## config.mk

```make
export PLATFORM = sky130hd
export DESIGN_NAME = dsia_assembler
export DESIGN_NICKNAME = d
export VERILOG_FILES = /design/src/dsia_pkg.sv /design/src/dsia_apb_regs.sv /design/src/dsia_assembler.sv /design/src/dsia_serializer.sv
export VERILOG_INCLUDE_DIRS = /design/src /design/src/src
export SDC_FILE = /design/constraint.sdc
export NUM_CORES = 1
export LEC_CHECK = 0
export ABC_CLOCK_PERIOD_IN_PS = 5000
export BUFFER_PORTS_ARGS = -buffer_cell sky130_fd_sc_hd__buf_4
export CAP_MARGIN = 20
export CORE_UTILIZATION = 53
export CTS_CLUSTER_DIAMETER = 200
export DETAILED_ROUTE_END_ITERATION = 10
export MAX_ROUTING_LAYER = met4
export PLACE_DENSITY = 0.81
export SYNTH_ARGS = -nofsm -noshare
export SYNTH_HDL_FRONTEND = slang
export SYNTH_SLANG_ARGS = --single-unit
```

## constraint.sdc

```tcl
create_clock -name clock -period 5 [get_ports clock]
set_input_delay 1 -clock clock [delete_from_list [all_inputs] [get_ports clock]]
set_output_delay 1 -clock clock [all_outputs]
set_load 0.02 [all_outputs]
```

## src/dsia_consts.svh

```systemverilog
// constants for the drive status input assembler
// assumes inclusion by bare name from design files
`ifndef DSIA_CONSTS_SVH
`define DSIA_CONSTS_SVH
`define DSIA_LAYOUT_BASIC    8'h46
`define DSIA_LAYOUT_DEFAULT  8'h47
`define DSIA_LAYOUT_PARAM    8'hb0
`define DSIA_LAYOUT_EXT      8'h96
`define DSIA_LEN_BASIC       4'h4
`define DSIA_LEN_DEFAULT     4'h4
`define DSIA_LEN_PARAM       4'h6
`define DSIA_LEN_EXT         4'h8
`define DSIA_OFF_LAYOUT      12'h000
`define DSIA_OFF_STATUS      12'h004
`define DSIA_OFF_CMDERR      12'h008
`define DSIA_OFF_FRAME_LO    12'h00c
`define DSIA_OFF_FRAME_HI    12'h010
`define DSIA_RST_LAYOUT      8'h47
`define DSIA_BIT_AT_REF      7
`define DSIA_BIT_REF_NET     6
`define DSIA_BIT_CTRL_NET    5
`define DSIA_BIT_READY       4
`define DSIA_BIT_RUN_REV     3
`define DSIA_BIT_RUN_FWD     2
`define DSIA_BIT_UNSUP       1
`define DSIA_BIT_FAULT       0
`define DSIA_XBIT_STALL      5
`define DSIA_XBIT_FREQ       4
`define DSIA_XBIT_TRIP       2
`define DSIA_XBIT_REV        1
`define DSIA_XBIT_FWD        0
`define DSIA_BIT_BASIC_FWD   2
`define DSIA_FAIL_SHUTOFF    0
`define DSIA_FAIL_RESET      1
`define DSIA_FAIL_DIR        2
`define DSIA_FAIL_SPEED      3
`define DSIA_FAIL_ACCEL      4
`define DSIA_FAIL_DECEL      5
`endif

```

## src/dsia_pkg.sv

```systemverilog
// types for the drive status input assembler
// assumes nothing beyond a SystemVerilog compiler
package dsia_pkg;
   typedef enum logic [3:0] {
      DSIA_IDLE = 4'b0001,
      DSIA_SNAP = 4'b0010,
      DSIA_SEND = 4'b0100,
      DSIA_DONE = 4'b1000
   } dsia_state_t;
   typedef logic [7:0] dsia_byte_t;
endpackage

```

## src/dsia_apb_regs.sv

```systemverilog
// apb slave holding layout select and exposing framer state
// assumes apb3 master on the same clock; zero wait states
`include "dsia_consts.svh"
module dsia_apb_regs (
   input  wire logic        clock,
   input  wire logic        rst,
   input  wire logic        psel,
   input  wire logic        penable,
   input  wire logic        pwrite,
   input  wire logic [11:0] paddr,
   input  wire logic [31:0] pwdata,
   output logic      [31:0] prdata,
   output logic             pready,
   output logic             pslverr,
   output logic      [7:0]  layout,
   input  wire logic [7:0]  status_view,
   input  wire logic        cmd_error,
   input  wire logic [63:0] frame_view
);
   logic [31:0] next_rdata;
   wire         access  = psel & penable;
   wire         hit_lay = paddr == `DSIA_OFF_LAYOUT;
   wire         hit_sts = paddr == `DSIA_OFF_STATUS;
   wire         hit_err = paddr == `DSIA_OFF_CMDERR;
   wire         hit_flo = paddr == `DSIA_OFF_FRAME_LO;
   wire         hit_fhi = paddr == `DSIA_OFF_FRAME_HI;
   wire         mapped  = hit_lay | hit_sts | hit_err | hit_flo | hit_fhi;
   wire         wr_lay  = access & pwrite & hit_lay;
   assign pready  = 1'b1;
   assign pslverr = access & ~mapped;
   assign next_rdata = hit_lay ? {24'h000000, layout} :
                       hit_sts ? {24'h000000, status_view} :
                       hit_err ? {31'h00000000, cmd_error} :
                       hit_flo ? frame_view[31:0] :
                       hit_fhi ? frame_view[63:32] : 32'h00000000;
   always_ff @(posedge clock or posedge rst) begin
      if (rst)
         layout <= `DSIA_RST_LAYOUT;
      else if (wr_lay)
         layout <= pwdata[7:0];
   end
   always_comb begin
      prdata = (access & ~pwrite) ? next_rdata : 32'h00000000;
   end
endmodule // dsia_apb_regs

```

## src/dsia_assembler.sv

```systemverilog
// drive status input assembler: builds polled input frames
// assumes synchronous drive-core flags and a byte sink with ready
// Function
// parameter layout frame is six bytes
// master pairs parameter status with command
// byte0 bit7 set at reference speed
// byte0 bit6 speed reference from network
// byte0 bit5 run commands from network
// byte0 bit4 ready, bit1 always zero
// byte0 bit3 rotating reverse
// byte0 bit2 rotating forward
// byte0 bit0 fault state
// parameter byte1 zero, speed bytes 2-3
// parameter read value in bytes 4-5
// default layout four bytes, same flags
// basic layout four bytes, forward flag
// extended byte0 bit5 stall prevention
// extended byte0 bit4 frequency reached
// extended bits 2,1,0 trip, reverse, forward
// extended current 4-5, code 6, zeros
// extended speed low byte2, high byte3
// command frame failure gives error response; the code flags it in the extended layout only
// shutoff terminal needs function select six
// master selects read parameter by class
// snapshot all fields before each frame
//
// Implementation choices: the APB register port and the register offsets.
`include "dsia_consts.svh"
module dsia_assembler (
   input  wire logic        clock,
   input  wire logic        rst,
   // apb
   input  wire logic        psel,
   input  wire logic        penable,
   input  wire logic        pwrite,
   input  wire logic [11:0] paddr,
   input  wire logic [31:0] pwdata,
   output logic      [31:0] prdata,
   output logic             pready,
   output logic             pslverr,
   // drive core
   input  wire logic        speed_at_reference,
   input  wire logic        speed_ref_from_network,
   input  wire logic        control_from_network,
   input  wire logic        drive_ready,
   input  wire logic        rotating_rev,
   input  wire logic        rotating_fwd,
   input  wire logic        fault_state,
   input  wire logic        stall_prevention_active,
   input  wire logic        frequency_reached,
   input  wire logic [15:0] speed_actual,
   input  wire logic [15:0] param_read_value,
   input  wire logic [15:0] output_current,
   input  wire logic [7:0]  alarm_code,
   // outcome of the eight-byte command frame requests
   input  wire logic        cmd_done,
   input  wire logic [5:0]  cmd_fail,
   // frame request and byte stream toward the link
   input  wire logic        poll,
   output logic             byte_valid,
   input  wire logic        byte_ready,
   output logic      [7:0]  byte_data,
   output logic             byte_last,
   output logic             error_response,
   output logic      [3:0]  frame_len
);
   dsia_pkg::dsia_state_t state;
   dsia_pkg::dsia_state_t next_state;
   logic [7:0]  layout;
   logic [63:0] snap;
   logic [63:0] next_frame;
   logic [3:0]  next_len;
   logic [7:0]  status_view;
   logic        busy;
   logic        cmd_error;

   function automatic logic [7:0] drive_flags(
      input logic at_ref,
      input logic ref_net,
      input logic ctrl_net,
      input logic rdy,
      input logic rev,
      input logic fwd,
      input logic flt);
      logic [7:0] b;
      b = 8'h00;
      b[`DSIA_BIT_AT_REF]   = at_ref;
      b[`DSIA_BIT_REF_NET]  = ref_net;
      b[`DSIA_BIT_CTRL_NET] = ctrl_net;
      b[`DSIA_BIT_READY]    = rdy;
      b[`DSIA_BIT_RUN_REV]  = rev;
      b[`DSIA_BIT_RUN_FWD]  = fwd;
      b[`DSIA_BIT_UNSUP]    = 1'b0;
      b[`DSIA_BIT_FAULT]    = flt;
      return b;
   endfunction

   wire [7:0] std_flags = drive_flags(
      speed_at_reference,
      speed_ref_from_network,
      control_from_network,
      drive_ready,
      rotating_rev,
      rotating_fwd,
      fault_state);

   logic [7:0] ext_flags;
   always_comb begin
      ext_flags = 8'h00;
      ext_flags[`DSIA_XBIT_STALL] = stall_prevention_active;
      ext_flags[`DSIA_XBIT_FREQ]  = frequency_reached;
      ext_flags[`DSIA_XBIT_TRIP]  = fault_state;
      ext_flags[`DSIA_XBIT_REV]   = rotating_rev;
      ext_flags[`DSIA_XBIT_FWD]   = rotating_fwd;
   end

   logic [7:0] basic_flags;
   always_comb begin
      basic_flags = 8'h00;
      basic_flags[`DSIA_BIT_BASIC_FWD] = rotating_fwd;
   end

   // packs eight bytes with byte 0 in the low lane, sent first
   function automatic logic [63:0] pack_bytes(
      input logic [7:0] b0,
      input logic [7:0] b1,
      input logic [7:0] b2,
      input logic [7:0] b3,
      input logic [7:0] b4,
      input logic [7:0] b5,
      input logic [7:0] b6,
      input logic [7:0] b7);
      return {b7, b6, b5, b4, b3, b2, b1, b0};
   endfunction

   // byte count of a layout; unknown codes fall back to the default frame
   function automatic logic [3:0] layout_len(input logic [7:0] code);
      logic [3:0] n;
      unique case (code)
         `DSIA_LAYOUT_BASIC: n = `DSIA_LEN_BASIC;
         `DSIA_LAYOUT_PARAM: n = `DSIA_LEN_PARAM;
         `DSIA_LAYOUT_EXT:   n = `DSIA_LEN_EXT;
         default:            n = `DSIA_LEN_DEFAULT;
      endcase
      return n;
   endfunction

   wire        sel_basic = (layout == `DSIA_LAYOUT_BASIC);
   wire        sel_param = (layout == `DSIA_LAYOUT_PARAM);
   wire        sel_ext   = (layout == `DSIA_LAYOUT_EXT);

   // byte lanes shared by the layouts
   wire [7:0]  zero_byte  = 8'h00;
   wire [7:0]  speed_lo   = speed_actual[7:0];
   wire [7:0]  speed_hi   = speed_actual[15:8];
   wire [7:0]  param_lo   = param_read_value[7:0];
   wire [7:0]  param_hi   = param_read_value[15:8];
   wire [7:0]  current_lo = output_current[7:0];
   wire [7:0]  current_hi = output_current[15:8];

   wire [63:0] basic_frame = pack_bytes(
      basic_flags,
      zero_byte,
      speed_lo,
      speed_hi,
      zero_byte,
      zero_byte,
      zero_byte,
      zero_byte);

   wire [63:0] dflt_frame = pack_bytes(
      std_flags,
      zero_byte,
      speed_lo,
      speed_hi,
      zero_byte,
      zero_byte,
      zero_byte,
      zero_byte);

   wire [63:0] param_frame = pack_bytes(
      std_flags,
      zero_byte,
      speed_lo,
      speed_hi,
      param_lo,
      param_hi,
      zero_byte,
      zero_byte);

   wire [63:0] ext_frame = pack_bytes(
      ext_flags,
      zero_byte,
      speed_lo,
      speed_hi,
      current_lo,
      current_hi,
      alarm_code,
      zero_byte);

   assign next_frame = sel_basic ? basic_frame :
                       sel_param ? param_frame :
                       sel_ext   ? ext_frame   : dflt_frame;
   assign next_len   = layout_len(layout);

   wire start = (state == dsia_pkg::DSIA_SNAP);

   always_comb begin
      unique case (state)
         dsia_pkg::DSIA_IDLE: begin
            if (poll)
               next_state = dsia_pkg::DSIA_SNAP;
            else
               next_state = dsia_pkg::DSIA_IDLE;
         end
         dsia_pkg::DSIA_SNAP: begin
            next_state = dsia_pkg::DSIA_SEND;
         end
         dsia_pkg::DSIA_SEND: begin
            if (busy)
               next_state = dsia_pkg::DSIA_SEND;
            else
               next_state = dsia_pkg::DSIA_DONE;
         end
         dsia_pkg::DSIA_DONE: begin
            next_state = dsia_pkg::DSIA_IDLE;
         end
         default: begin
            next_state = dsia_pkg::DSIA_IDLE;
         end
      endcase
   end

   always_ff @(posedge clock or posedge rst) begin
      if (rst)
         state <= dsia_pkg::DSIA_IDLE;
      else
         state <= next_state;
   end

   // one coherent capture per frame
   always_ff @(posedge clock or posedge rst) begin
      if (rst) begin
         snap      <= 64'h0;
         frame_len <= `DSIA_LEN_DEFAULT;
      end else if (start) begin
         snap      <= next_frame;
         frame_len <= next_len;
      end
   end

   // one failure bit per request of the eight-byte command frame
   wire fail_shutoff = cmd_fail[`DSIA_FAIL_SHUTOFF];
   wire fail_reset   = cmd_fail[`DSIA_FAIL_RESET];
   wire fail_dir     = cmd_fail[`DSIA_FAIL_DIR];
   wire fail_speed   = cmd_fail[`DSIA_FAIL_SPEED];
   wire fail_accel   = cmd_fail[`DSIA_FAIL_ACCEL];
   wire fail_decel   = cmd_fail[`DSIA_FAIL_DECEL];
   wire any_fail     = fail_shutoff | fail_reset | fail_dir |
                       fail_speed | fail_accel | fail_decel;

   // any failed request of the last completed command frame makes each extended-layout answer an error
   always_ff @(posedge clock or posedge rst) begin
      if (rst)
         cmd_error <= 1'b0;
      else if (cmd_done)
         cmd_error <= any_fail;
   end

   always_ff @(posedge clock or posedge rst) begin
      if (rst)
         error_response <= 1'b0;
      else if (start)
         error_response <= cmd_error & sel_ext;
   end

   assign status_view = {4'h0, state};

   dsia_serializer u_ser (
      .clock      (clock),
      .rst        (rst),
      .load       (start),
      .frame      (next_frame),
      .len        (frame_len),
      .busy       (busy),
      .byte_valid (byte_valid),
      .byte_ready (byte_ready),
      .byte_data  (byte_data),
      .byte_last  (byte_last)
   );

   dsia_apb_regs u_regs (
      .clock       (clock),
      .rst         (rst),
      .psel        (psel),
      .penable     (penable),
      .pwrite      (pwrite),
      .paddr       (paddr),
      .pwdata      (pwdata),
      .prdata      (prdata),
      .pready      (pready),
      .pslverr     (pslverr),
      .layout      (layout),
      .status_view (status_view),
      .cmd_error   (cmd_error),
      .frame_view  (snap)
   );
endmodule // dsia_assembler

```

## src/dsia_serializer.sv

```systemverilog
// shifts a snapshotted frame out one byte per ready cycle
// assumes length stays fixed while busy; the frame is copied at load
`include "dsia_consts.svh"
module dsia_serializer (
   input  wire logic        clock,
   input  wire logic        rst,
   input  wire logic        load,
   input  wire logic [63:0] frame,
   input  wire logic [3:0]  len,
   output logic             busy,
   output logic             byte_valid,
   input  wire logic        byte_ready,
   output logic      [7:0]  byte_data,
   output logic             byte_last
);
   logic [3:0]  idx;
   logic [63:0] hold;
   wire         fire = byte_valid & byte_ready;
   wire         end_ = fire & (idx == len - 4'h1);
   assign byte_valid = busy;
   assign byte_last  = busy & (idx == len - 4'h1);
   always_comb begin
      byte_data = hold[7:0];
   end
   always_ff @(posedge clock or posedge rst) begin
      if (rst) begin
         busy <= 1'b0;
         idx  <= 4'h0;
         hold <= 64'h0;
      end else if (load) begin
         busy <= 1'b1;
         idx  <= 4'h0;
         hold <= frame;
      end else if (fire) begin
         busy <= ~end_;
         idx  <= idx + 4'h1;
         hold <= {8'h00, hold[63:8]};
      end
   end
endmodule // dsia_serializer
```

=== Word-level counts from Yosys, hierarchy flattened ===
Cells that the tools add are included.

* Register bits: 151
* Bits of input ports: 123
* Output and inout port bits: 49

* Add/sub/neg operators: 2
* Eq/ne operators: 11
* Multiplexer cells: 19
* Bitwise operators: 21
* Reduce and logical (&&, ||, !) cells: 2

{| class="wikitable"
|+ Operators with widths
! kind !! number
|-
| 32-bit two-way mux || 6
|-
| 56-bit two-way mux || 3
|-
| 64-bit two-way mux || 2
|-
| 12-bit by 4-bit equality test with 1-bit output, second input constant || 2
|-
| 8-bit equality test, second input constant || 2
|-
| 12-bit by 3-bit equality test with 1-bit output, second input constant || 1
|-
| 12-bit by 5-bit equality test with 1-bit output, second input constant || 1
|-
| 12-bit logical NOT || 1
|-
| 4-bit two-way mux || 3
|-
| 4-bit one-hot mux with 3 select lines || 1
|-
| 1-bit AND || 9
|-
| 1-bit bitwise OR || 9
|-
| 8-bit by 7-bit equality test with 1-bit output, second input constant || 1
|-
| 4-bit one-hot mux with 2 select lines || 1
|-
| 4-bit by 1-bit adder with 4-bit output, second input constant || 1
|-
| 4-bit by 1-bit equality test with 1-bit output, second input constant || 1
|-
| 4-bit by 2-bit equality test with 1-bit output, second input constant || 1
|-
| 4-bit by 3-bit equality test with 1-bit output, second input constant || 1
|-
| 4-bit equality test || 1
|-
| 4-bit by 1-bit subtractor with 4-bit output, second input constant || 1
|-
| 1-bit NOT || 3
|-
| 1-bit two-way mux || 2
|-
| 2-bit two-way mux || 1
|-
| 2-bit nonzero test || 1
|}

=== Logic depth before layout (Yosys ltp) ===
Gate-level depths: netlist (run 1).

* Depth after elaboration: 7
* Mapped depth: 7

=== Cells and area by module ===
Synthesis (run 1) repeated with hierarchy kept, for this count alone.

* Cell total of the unflattened synthesis: 687
* Area total of the unflattened synthesis: 6895.4 um^2

{| class="wikitable"
|+ By module, submodules not included
! module !! times used !! cells an instance !! area each (um^2) !! seq. area each (um^2)
|-
| dsia_serializer || 1 || 322 || 3238.1 || 1726.7
|-
| dsia_assembler || 1 || 235 || 2620.0 || 1428.9
|-
| dsia_apb_regs || 1 || 130 || 1037.2 || 205.2
|}

=== Least setup slack after synthesis (run 1) ===
OpenSTA, ideal clock, no wires.

* Path kind: input -> output
* Start point: input port paddr[9]
* End point: output port prdata[2]
* Data arrival time: 2.573 ns
* Data required time: 4.000 ns
* Slack: 1.427 ns
* Stages on the path: 5
* Path buffers: 1
* Cells stage by stage: or4_4 nor4_4 buf_6 a22oi_1 a21oi_1

* Longest elaborated chain between the ends: 7

{| class="wikitable"
|+ RTL lines
! element !! line !! RTL
|-
| start: declaration || dsia_assembler.sv:36 || <nowiki>input wire logic [11:0] paddr,</nowiki>
|-
| 12-bit by 5-bit equality test with 1-bit output (no line) || -- ||
|-
| 32-bit two-way mux || dsia_apb_regs.sv:35 || <nowiki>hit_fhi ? frame_view[63:32] : 32'h00000000;</nowiki>
|-
| 32-bit two-way mux || dsia_apb_regs.sv:34 || <nowiki>hit_flo ? frame_view[31:0] :</nowiki>
|-
| 32-bit two-way mux || dsia_apb_regs.sv:33 || <nowiki>hit_err ? {31'h00000000, cmd_error} :</nowiki>
|-
| 32-bit two-way mux || dsia_apb_regs.sv:32 || <nowiki>hit_sts ? {24'h000000, status_view} :</nowiki>
|-
| 32-bit two-way mux (*) || dsia_apb_regs.sv:31 || <nowiki>assign next_rdata = hit_lay ? {24'h000000, layout} :</nowiki>
|-
| 32-bit two-way mux (*) || dsia_apb_regs.sv:43 || <nowiki>prdata = (access & ~pwrite) ? next_rdata : 32'h00000000;</nowiki>
|-
| end: declaration || dsia_assembler.sv:38 || <nowiki>output logic [31:0] prdata,</nowiki>
|}

Mark *: on every way between the ends. The rest lies on a longest branch, timed or not.

=== Worst setup path after layout (run 1) ===
* Start point: input port paddr[9]
* End point: output port prdata[1]

Same word-level chain as after synthesis.

==> results.yml, run 1 <==
run_status:
  status: "complete, no violations"
synthesis:
  ys_top_cells_by_area: "dfrtp_1 (49%), nand2_1 (5.0%), mux2i_1 (4.1%), nor2_1 (3.3%), nand3_1 (3.0%)"
  yosysTopAreaCellShare: 0.491
  synth_nets: 741
  synth_common_cells: "dfrtp_1 (120), nand2_1 (82), nor2_1 (53)"
  netlist_instances: 616
  synth.most_common_cell: "dfrtp_1"
  syn_area_um2: 6120
  seq_area_frac_synth: 0.517
  synth_edf_count: 0
  async_flop_share: 1.00
  synth_cell_types: 59
  ys_seq_elements: 126
  synth_area_per_cell_um2: 9.93
  yosys.area.top_type: "dfrtp_1"
  yosysWarnings: 0
  synth-main-ff-cell: "dfrtp_1"
timing:
  min_period_over_period: 0.828
  setup_viol: 0
  slew-limit-headroom: 0.417
  max_clock_freq_mhz: 242
  rsz0062_at_grt: "no"
  setup_tns_ns: 0
  min_period_ns: 4.14
  timing.final.max_slew_violations: 0
  hold_viol: 0
  fin_skew_ns: 0.00721
  worst_pin_slew_ns: 0.868
setup_path:
  critPathKind: "in2out"
  endpoint_kind: "output pin"
  worstReg2RegStart: "state[3]"
  regToRegSetupSlack_ns: 2.27
  critical_path.startpoint_type: "input port"
  rr_endpoint: "u_ser.hold[42]"
  rr_worst_depth: 4
  critPathArrivalTime_ns: 3.14
  cp_max_fo: 15
  required_ns: 4.00
pwr:
  intPower_mw: 2.59
  p_total_mw: 3.80
  leakagePower_nw: 3.84
  combPwrFrac: 0.246
  pwr_density_cell_nw_per_um2: 484
  p_sw_mw: 1.21
  switching_share: 0.319
  irDropWorstVdd_mv: 0.388
  seqPwrFrac: 0.416
  clockPowerShare: 0.338
drt:
  avgRoutedWirePerCell_um: 19.2
  drt-pass1-iter-count: 5
  vias: 5349
  ant_nets: 0
  wirelength_um: 17200
  avgViaCountPerCell: 5.98
  drcViolationCount: 0
  first_iter_violations: 434
die:
  io_pins: 172
  die_w_um: 109
  initial_core_util: 0.555
  die_y_um: 109
  dieArea_um2: 12000
  num_rows: 38
  coreArea_um2: 11000
min_path:
  min_to: "snap[45]"
  hold_class: "reg2reg"
  hold_start: "snap[45]"
  whs_path_depth: 1
flow_run:
  drv_cap: 0
clock_tree:
  h-tree-depth: 4
  postCtsHoldBufs: 0
  cts_num_sinks: 126
  clk_pin_slew_worst_paths_ns: 0.06
  clk_path_buf_depth: 2
  insertion_delay_ns: 0.41
  numCtsBuffers: 17
  root_buffer: "clkbuf_16"
  ctsResizeCount: 0
  cts_tree: "yes"
  post_cts_buffers: 0
global_routing:
  grt_start_max_net_pins: 69
  grt_pass1_vias: 5214
  grt-ovfl-total: 0
  grt.total_usage: 0.313
  antenna_found_initial: 0
  grt_pass1_wl_um: 26700
layout:
  drive_gt1_frac: 0.298
  regArea_um2: 3160
  area_delta_synth_final_pct: 28.4
  fillerInstances: 824
  multiInputGateArea_um2: 2690
  diodes: 0
  nNetsFinal: 867
placement:
  gp_congestion: 0.910
  io_buffer_count: 145
  dp_hpwl_um: 12200
## layout make-up
| type | count | share of cell area |
|---|---|---|
| Tap cell | 140 | 0.0223 |
| Sequential cell | 126 | 0.402 |
| Clock buffer | 20 | 0.0594 |
| Timing Repair Buffer | 155 | 0.148 |
| Inverter | 11 | 0.00558 |
| Multi-Input combinational cell | 431 | 0.342 |
| Clock inverter | 12 | 0.0202 |
## metrics by stage
stage / cell area, µm² / hold slack (ns) / cells / setup WS [ns] / util
5_1_grt: 7850 / 0.487 / 895 / 0.759 / 0.712
2_1_floorplan: 6120 / 0.438 / 616 / 0.654 / -
3_5_place_dp: 7230 / 0.458 / 863 / 0.939 / 0.655
3_3_place_gp: 7230 / 0.451 / 863 / 0.918 / 0.655
4_1_cts: 7850 / 0.470 / 895 / 0.924 / 0.712
6_report: 7850 / 0.466 / 895 / 0.862 / 0.712
## kinds of logic (layout without fill, tap and decap cells)
| group | count (synthesis) | after routing | share of synthesized area |
|---|---|---|---|
| multiplexers | 36 | 36 | 0.0611 |
| other | 2 | 2 | 0.00123 |
| buffers and inverters | 59 | 198 | 0.0479 |
| AO/OA/AOI/OAI | 156 | 156 | 0.181 |
| XOR/XNOR | 7 | 7 | 0.0100 |
| AND/OR/NAND/NOR | 228 | 228 | 0.178 |
| flip-flops | 126 | 126 | 0.517 |
| adder cells (fa/ha/maj) | 2 | 2 | 0.00409 |
## critical path, stage by stage
cell and delay, ns:
buf_4 0.11, or4_4 0.55, nor4_4 0.80, a22oi_1 0.23
a21oi_1 0.25, buf_4 0.18
## state kept, by name, indices dropped and copies added, names as in the netlist
name / cells
u_ser.hold: 56
snap: 48
u_regs.layout: 8
state: 4
u_ser.idx: 4
frame_len: 3
cmd_error: 1
error_response: 1
u_ser.busy: 1
## routing by layer
layer / GRT usage / share of wire / up-vias
li1: - / - / 2418
met1: 0.400 / 0.43 / 2716
met2: 0.500 / 0.50 / 193
met3: 0.0694 / 0.055 / 22
met4: 0.0943 / 0.016 / 0
met5: - / 0 / -
## cells in the final DEF (no fill, tap or decap), types with 4 or more instances in the layout
cell,instances
a21o_1,18
a21oi_1,26
a21oi_2,9
a22o_1,20
a22oi_1,14
and2_1,18
buf_4,155
clkbuf_16,17
dfrtp_1,120
dfstp_2,6
inv_1,9
mux2_2,11
mux2i_1,25
nand2_1,81
nand2b_1,5
nand3_1,37
nor2_1,53
nor3_1,4
o21ai_0,24
o22a_1,16
o2bb2ai_1,7
o31ai_1,6
xor2_1,5
## power by group through the flow
stage          clock [mW]  combinational [mW]  sequential, mW
6_report             1.29               0.934            1.58
4_1_cts              1.30               0.942            1.57
3_5_place_dp            0               0.930            1.58
5_1_grt              1.34                1.05            1.61
3_3_place_gp            0               0.889            1.57
2_1_floorplan           0               0.706            1.50
## worst max path at each step
stage | startpoint | endpoint | slack [ns]
floorplan | rst | cmd_error | 0.65
global placement | paddr[9] | prdata[6] | 0.92
detailed placement | paddr[9] | prdata[7] | 0.94
CTS | paddr[9] | prdata[7] | 0.92
global route | paddr[9] | prdata[1] | 0.76
finish | paddr[9] | prdata[1] | 0.86
Note: power is estimated with default switching activity, not from simulation.
==> inputs of run 2 (changes only) <==
--- a/config.mk
+++ b/config.mk
@@ -6,14 +6,14 @@
 export SDC_FILE = /design/constraint.sdc
 export NUM_CORES = 1
 export LEC_CHECK = 0
-export ABC_CLOCK_PERIOD_IN_PS = 5000
+export ABC_CLOCK_PERIOD_IN_PS = 3400
 export BUFFER_PORTS_ARGS = -buffer_cell sky130_fd_sc_hd__buf_4
 export CAP_MARGIN = 20
-export CORE_UTILIZATION = 53
+export CORE_UTILIZATION = 47
 export CTS_CLUSTER_DIAMETER = 200
 export DETAILED_ROUTE_END_ITERATION = 10
 export MAX_ROUTING_LAYER = met4
-export PLACE_DENSITY = 0.81
+export PLACE_DENSITY = 0.76
 export SYNTH_ARGS = -nofsm -noshare
 export SYNTH_HDL_FRONTEND = slang
 export SYNTH_SLANG_ARGS = --single-unit
==> constraint.sdc (replaced) <==
create_clock -name clock -period 3.4 [get_ports clock]
set_input_delay 0.68 -clock clock [delete_from_list [all_inputs] [get_ports clock]]
set_output_delay 0.68 -clock clock [all_outputs]
set_load 0.02 [all_outputs]
==> results.yml, run 2 (synthesized netlist as in run 1, its figures left out) <==
run_status:
  status: "complete, no violations"
clock_tree:
  ctsResizeCount: 0
  h-tree-depth: 4
  cts_tree: "yes"
  postCtsHoldBufs: 0
  root_buffer: "clkbuf_16"
  cts_num_sinks: 126
  post_cts_buffers: 0
  clk_path_buf_depth: 2
  clk_pin_slew_worst_paths_ns: 0.05
  numCtsBuffers: 17
  insertion_delay_ns: 0.41
placement:
  dp_hpwl_um: 12100
  dpl.cell_count: 898
  io_buffer_count: 145
  gp_congestion: 0.973
die:
  io_pins: 172
  die_w_um: 116
  num_rows: 41
  die_y_um: 116
  dieArea_um2: 13500
  initial_core_util: 0.483
  coreArea_um2: 12700
setup_path:
  critical_path.startpoint_type: "input port"
  critPathArrivalTime_ns: 2.44
  cp_cell_sequence: "buf_4, or4_4, nor4_4, buf_4, a22oi_1, o2bb2ai_1, buf_4"
  cp_top_family: "simple AND/OR/NAND/NOR gates"
  regToRegSetupSlack_ns: 0.73
  critPathKind: "in2out"
  rr_endpoint: "u_ser.hold[55]"
  rr_worst_depth: 4
  crit_buf_inv: 3
  crit_slowest_cell: "or4_4"
  required_ns: 2.72
  slowest_delay_ns: 0.55
  cp_common_cell: "buf_4"
  cp_max_fo: 15
  endpoint_kind: "output pin"
  worstReg2RegStart: "state[3]"
layout:
  post-route-util: 0.622
  diodes: 0
  drive_gt1_frac: 0.295
  layout_commonest_cell: "buf_4"
  largest_reg_flops: 56
  final_cell_mix: "buf_4 (157), dfrtp_1 (120), nand2_1 (82)"
  area_delta_synth_final_pct: 28.9
  biggestRegsByFlops: "u_ser.hold: 56 flops, snap: 48 flops, u_regs.layout: 8 flops"
  nNetsFinal: 870
  layout.cells.non_filler: 928
  fillerInstances: 1026
  largest_register: "u_ser.hold"
drt:
  wirelength_um: 16800
  avgRoutedWirePerCell_um: 18.1
  drcViolationCount: 0
  first_iter_violations: 478
  ant_nets: 0
  avgViaCountPerCell: 5.57
  vias: 5171
  drt-pass1-iter-count: 5
global_routing:
  grt_start_max_net_pins: 127
  grt-ovfl-total: 0
  antenna_found_initial: 0
  grt.total_usage: 0.273
  grt_pass1_vias: 5003
  grt_pass1_wl_um: 26300
pwr:
  leakagePower_nw: 3.84
  p_total_mw: 5.48
  irDropWorstVdd_mv: 0.311
  pwr_density_cell_nw_per_um2: 695
timing:
  slew-limit-headroom: 0.408
  setup_tns_ns: 0
  hold_viol: 0
  fin_skew_ns: 0.00676
  worst_pin_slew_ns: 0.881
  min_period_ns: 3.12
  timing.final.max_slew_violations: 0
  rsz0062_at_grt: "no"
  setup_viol: 0
  min_period_over_period: 0.916
  max_clock_freq_mhz: 321
min_path:
  hold_class: "in2async"
flow_run:
  drv_cap: 0
## run 2: cell type report
| cell class | count | area, µm² | share of cell area |
|---|---|---|---|
| Clock inverter | 6 | 82.6 | 0.0105 |
| Clock buffer | 24 | 502 | 0.0636 |
| Inverter | 11 | 45.0 | 0.00571 |
| Multi-Input combinational cell | 431 | 2680 | 0.340 |
| Tap cell | 172 | 215 | 0.0273 |
| Sequential cell | 126 | 3160 | 0.401 |
| Timing Repair Buffer | 158 | 1200 | 0.152 |
## run 2: power by group
group	total [mW]	switching (mW)	leakage [nW]	internal, mW
logic	1.37	0.751	1.96	0.620
registers	2.32	0.343	1.60	1.98
clock network	1.79	0.625	0.288	1.16
total	5.48	1.72	3.84	3.76
## run 2: metrics by stage
stage	area (µm²)	setup WS, ns	hold slack, ns
after floorplan	6120	0.467	0.438
after global placement	7300	0.265	0.453
after detailed placement	7300	0.281	0.458
after CTS	7890	0.275	0.440
after global routing	7890	0.207	0.449
final	7890	0.284	0.435
## run 2: worst max path at each step
| stage | startpoint | end | slack [ns] | cells past startpoint |
|---|---|---|---|---|
| after CTS | paddr[9] | prdata[27] | 0.28 | 6 |
| final | paddr[9] | prdata[6] | 0.28 | 7 |
| after global routing | paddr[9] | prdata[30] | 0.21 | 6 |
| after floorplan | paddr[9] | prdata[2] | 0.47 | 5 |
| after detailed placement | paddr[9] | prdata[27] | 0.28 | 6 |
| after global placement | paddr[9] | prdata[26] | 0.26 | 6 |
## run 2: routing by layer
metal  up-vias  global-route usage  wire length (µm)  share of wire
met5         -                   -                 0              0
met4         0               0.113               397          0.024
met3        23              0.0426               641          0.038
met2       147               0.421              8270           0.49
met1      2569               0.360              7490           0.45
li1       2432                   -                 -              -
## run 2: tightest hold or removal path, stage by stage
cell	delay, ns
buf_4	0.12
clkinvlp_4	0.07
buf_12	0.45
==> inputs of run 3 (changes only) <==
--- a/config.mk
+++ b/config.mk
@@ -6,14 +6,14 @@
 export SDC_FILE = /design/constraint.sdc
 export NUM_CORES = 1
 export LEC_CHECK = 0
-export ABC_CLOCK_PERIOD_IN_PS = 3400
+export ABC_CLOCK_PERIOD_IN_PS = 3700
 export BUFFER_PORTS_ARGS = -buffer_cell sky130_fd_sc_hd__buf_4
 export CAP_MARGIN = 20
-export CORE_UTILIZATION = 47
+export CORE_UTILIZATION = 57
 export CTS_CLUSTER_DIAMETER = 200
 export DETAILED_ROUTE_END_ITERATION = 10
 export MAX_ROUTING_LAYER = met4
-export PLACE_DENSITY = 0.76
+export PLACE_DENSITY = 0.86
 export SYNTH_ARGS = -nofsm -noshare
 export SYNTH_HDL_FRONTEND = slang
 export SYNTH_SLANG_ARGS = --single-unit
==> constraint.sdc (replaced) <==
create_clock -name clock -period 3.7 [get_ports clock]
set_input_delay 0.74 -clock clock [delete_from_list [all_inputs] [get_ports clock]]
set_output_delay 0.74 -clock clock [all_outputs]
set_load 0.02 [all_outputs]
==> results.yml, run 3 (synthesized netlist as in run 1, its figures left out) <==
run_status:
  status: "complete, no violations"
placement:
  dp_hpwl_um: 11900
  gp_congestion: 1.01
  io_buffer_count: 145
  place_area_um2: 7250
global_routing:
  grt_pass1_vias: 5478
  antenna_found_initial: 0
  grt.total_usage: 0.347
  globalRouteMet2Util: 0.563
  use_met3: 0.0581
  grt_util_met1: 0.425
  grt_pass1_wl_um: 28500
  grt-ovfl-total: 0
  grt_start_max_net_pins: 127
  top_usage_layer: "met2"
clock_tree:
  insertion_delay_ns: 0.52
  numCtsBuffers: 17
  ctsResizeCount: 0
  root_buffer: "clkbuf_8"
  post_cts_buffers: 0
  cts_tree: "yes"
  postCtsHoldBufs: 0
  clk_pin_slew_worst_paths_ns: 0.07
  cts_num_sinks: 126
  h-tree-depth: 4
  clk_path_buf_depth: 2
timing:
  max_clock_freq_mhz: 289
  min_period_over_period: 0.934
  fin_skew_ns: 0.00890
  hold_viol: 0
  timing.final.max_slew_violations: 0
  holdWs_ns: 0.369
  rsz0062_at_grt: "no"
  setup_viol: 0
  min_period_ns: 3.46
  worst_pin_slew_ns: 0.849
  setup_tns_ns: 0
  slew-limit-headroom: 0.426
min_path:
  hold_class: "in2async"
setup_path:
  critPathKind: "in2out"
  cp_max_fo: 9
  required_ns: 2.96
  critPathArrivalTime_ns: 2.72
  endpoint_kind: "output pin"
  critical_path.startpoint_type: "input port"
pwr:
  p_total_mw: 5.18
  irDropWorstVdd_mv: 0.459
  leakagePower_nw: 3.84
  pwr_density_cell_nw_per_um2: 661
drt:
  drcViolationCount: 0
  avgViaCountPerCell: 6.11
  ant_nets: 0
  drt-pass1-iter-count: 6
  wirelength_um: 17800
  avgRoutedWirePerCell_um: 19.9
  vias: 5452
  first_iter_violations: 487
die:
  die_w_um: 106
  die_y_um: 106
  num_rows: 37
  io_pins: 172
  dieArea_um2: 11200
  initial_core_util: 0.590
  coreArea_um2: 10400
layout:
  drive_gt1_frac: 0.298
  layout_commonest_cell: "buf_4"
  area_delta_synth_final_pct: 28.2
  largest_register: "u_ser.hold"
  post-route-util: 0.757
  nNetsFinal: 869
  biggestRegsByFlops: "u_ser.hold: 56 flops, snap: 48 flops, u_regs.layout: 8 flops"
  final_cell_mix: "buf_4 (156), dfrtp_1 (120), nand2_1 (82)"
  largest_reg_flops: 56
  stdcell_area_um2: 7850
  diodes: 0
flow_run:
  drv_cap: 0
[run 3: cell count changes in the layout (fill, tap and decap cells not counted)]
cell,before,now
bufinv_16,2,3
clkbuf_8,5,1
buf_4,157,156
clkinvlp_4,2,3
inv_8,0,1
inv_6,0,4
clkbuf_1,2,0
clkinv_2,3,1
clkbuf_16,17,16
clkinv_4,0,3
[run 3: worst paths after layout]
path                           from  cells past startpoint  slack (ns)          to
max reg2reg                state[3]                      4        0.94     snap[6]
min in group clock         cmd_done                      2        0.40   cmd_error
min                             rst                      3        0.37    state[1]
min reg2reg                snap[25]                      2        0.47    snap[25]
max in group asynchronous       rst                      3        2.77    snap[35]
max                        paddr[9]                      7        0.24  prdata[17]
[run 3: power by group]
group,internal (mW),switching (mW)
logic,0.568,0.756
clock network,1.04,0.666
registers,1.82,0.340
[run 3: area by class of cell]
cell class / instances / area [µm²]
Clock buffer: 17 / 414
Sequential cell: 126 / 3160
Timing Repair Buffer: 157 / 1190
Fill cell: 681 / 2520
Multi-Input combinational cell: 431 / 2680
Tap cell: 136 / 170
Inverter: 11 / 45.0
Clock inverter: 14 / 183
[run 3: critical path, cell delays in order]
cell	delay, ns
buf_4	0.11
or4_4	0.55
nor4_4	0.60
buf_4	0.26
a22oi_1	0.09
nor2_1	0.18
buf_4	0.17
[run 3: per-layer routing]
| metal | part of all wire | routed length (µm) |
|---|---|---|
| met3 | 0.061 | 1080 |
| met2 | 0.51 | 8990 |
| met5 | 0 | 0 |
| met1 | 0.40 | 7050 |
| met4 | 0.037 | 667 |
[run 3: metrics by stage]
stage / instances / setup WS [ns]
after floorplan: 616 / 0.647
after global placement: 861 / 0.342
after detailed placement: 861 / 0.310
after CTS: 892 / 0.288
after global routing: 892 / 0.253
final: 892 / 0.245
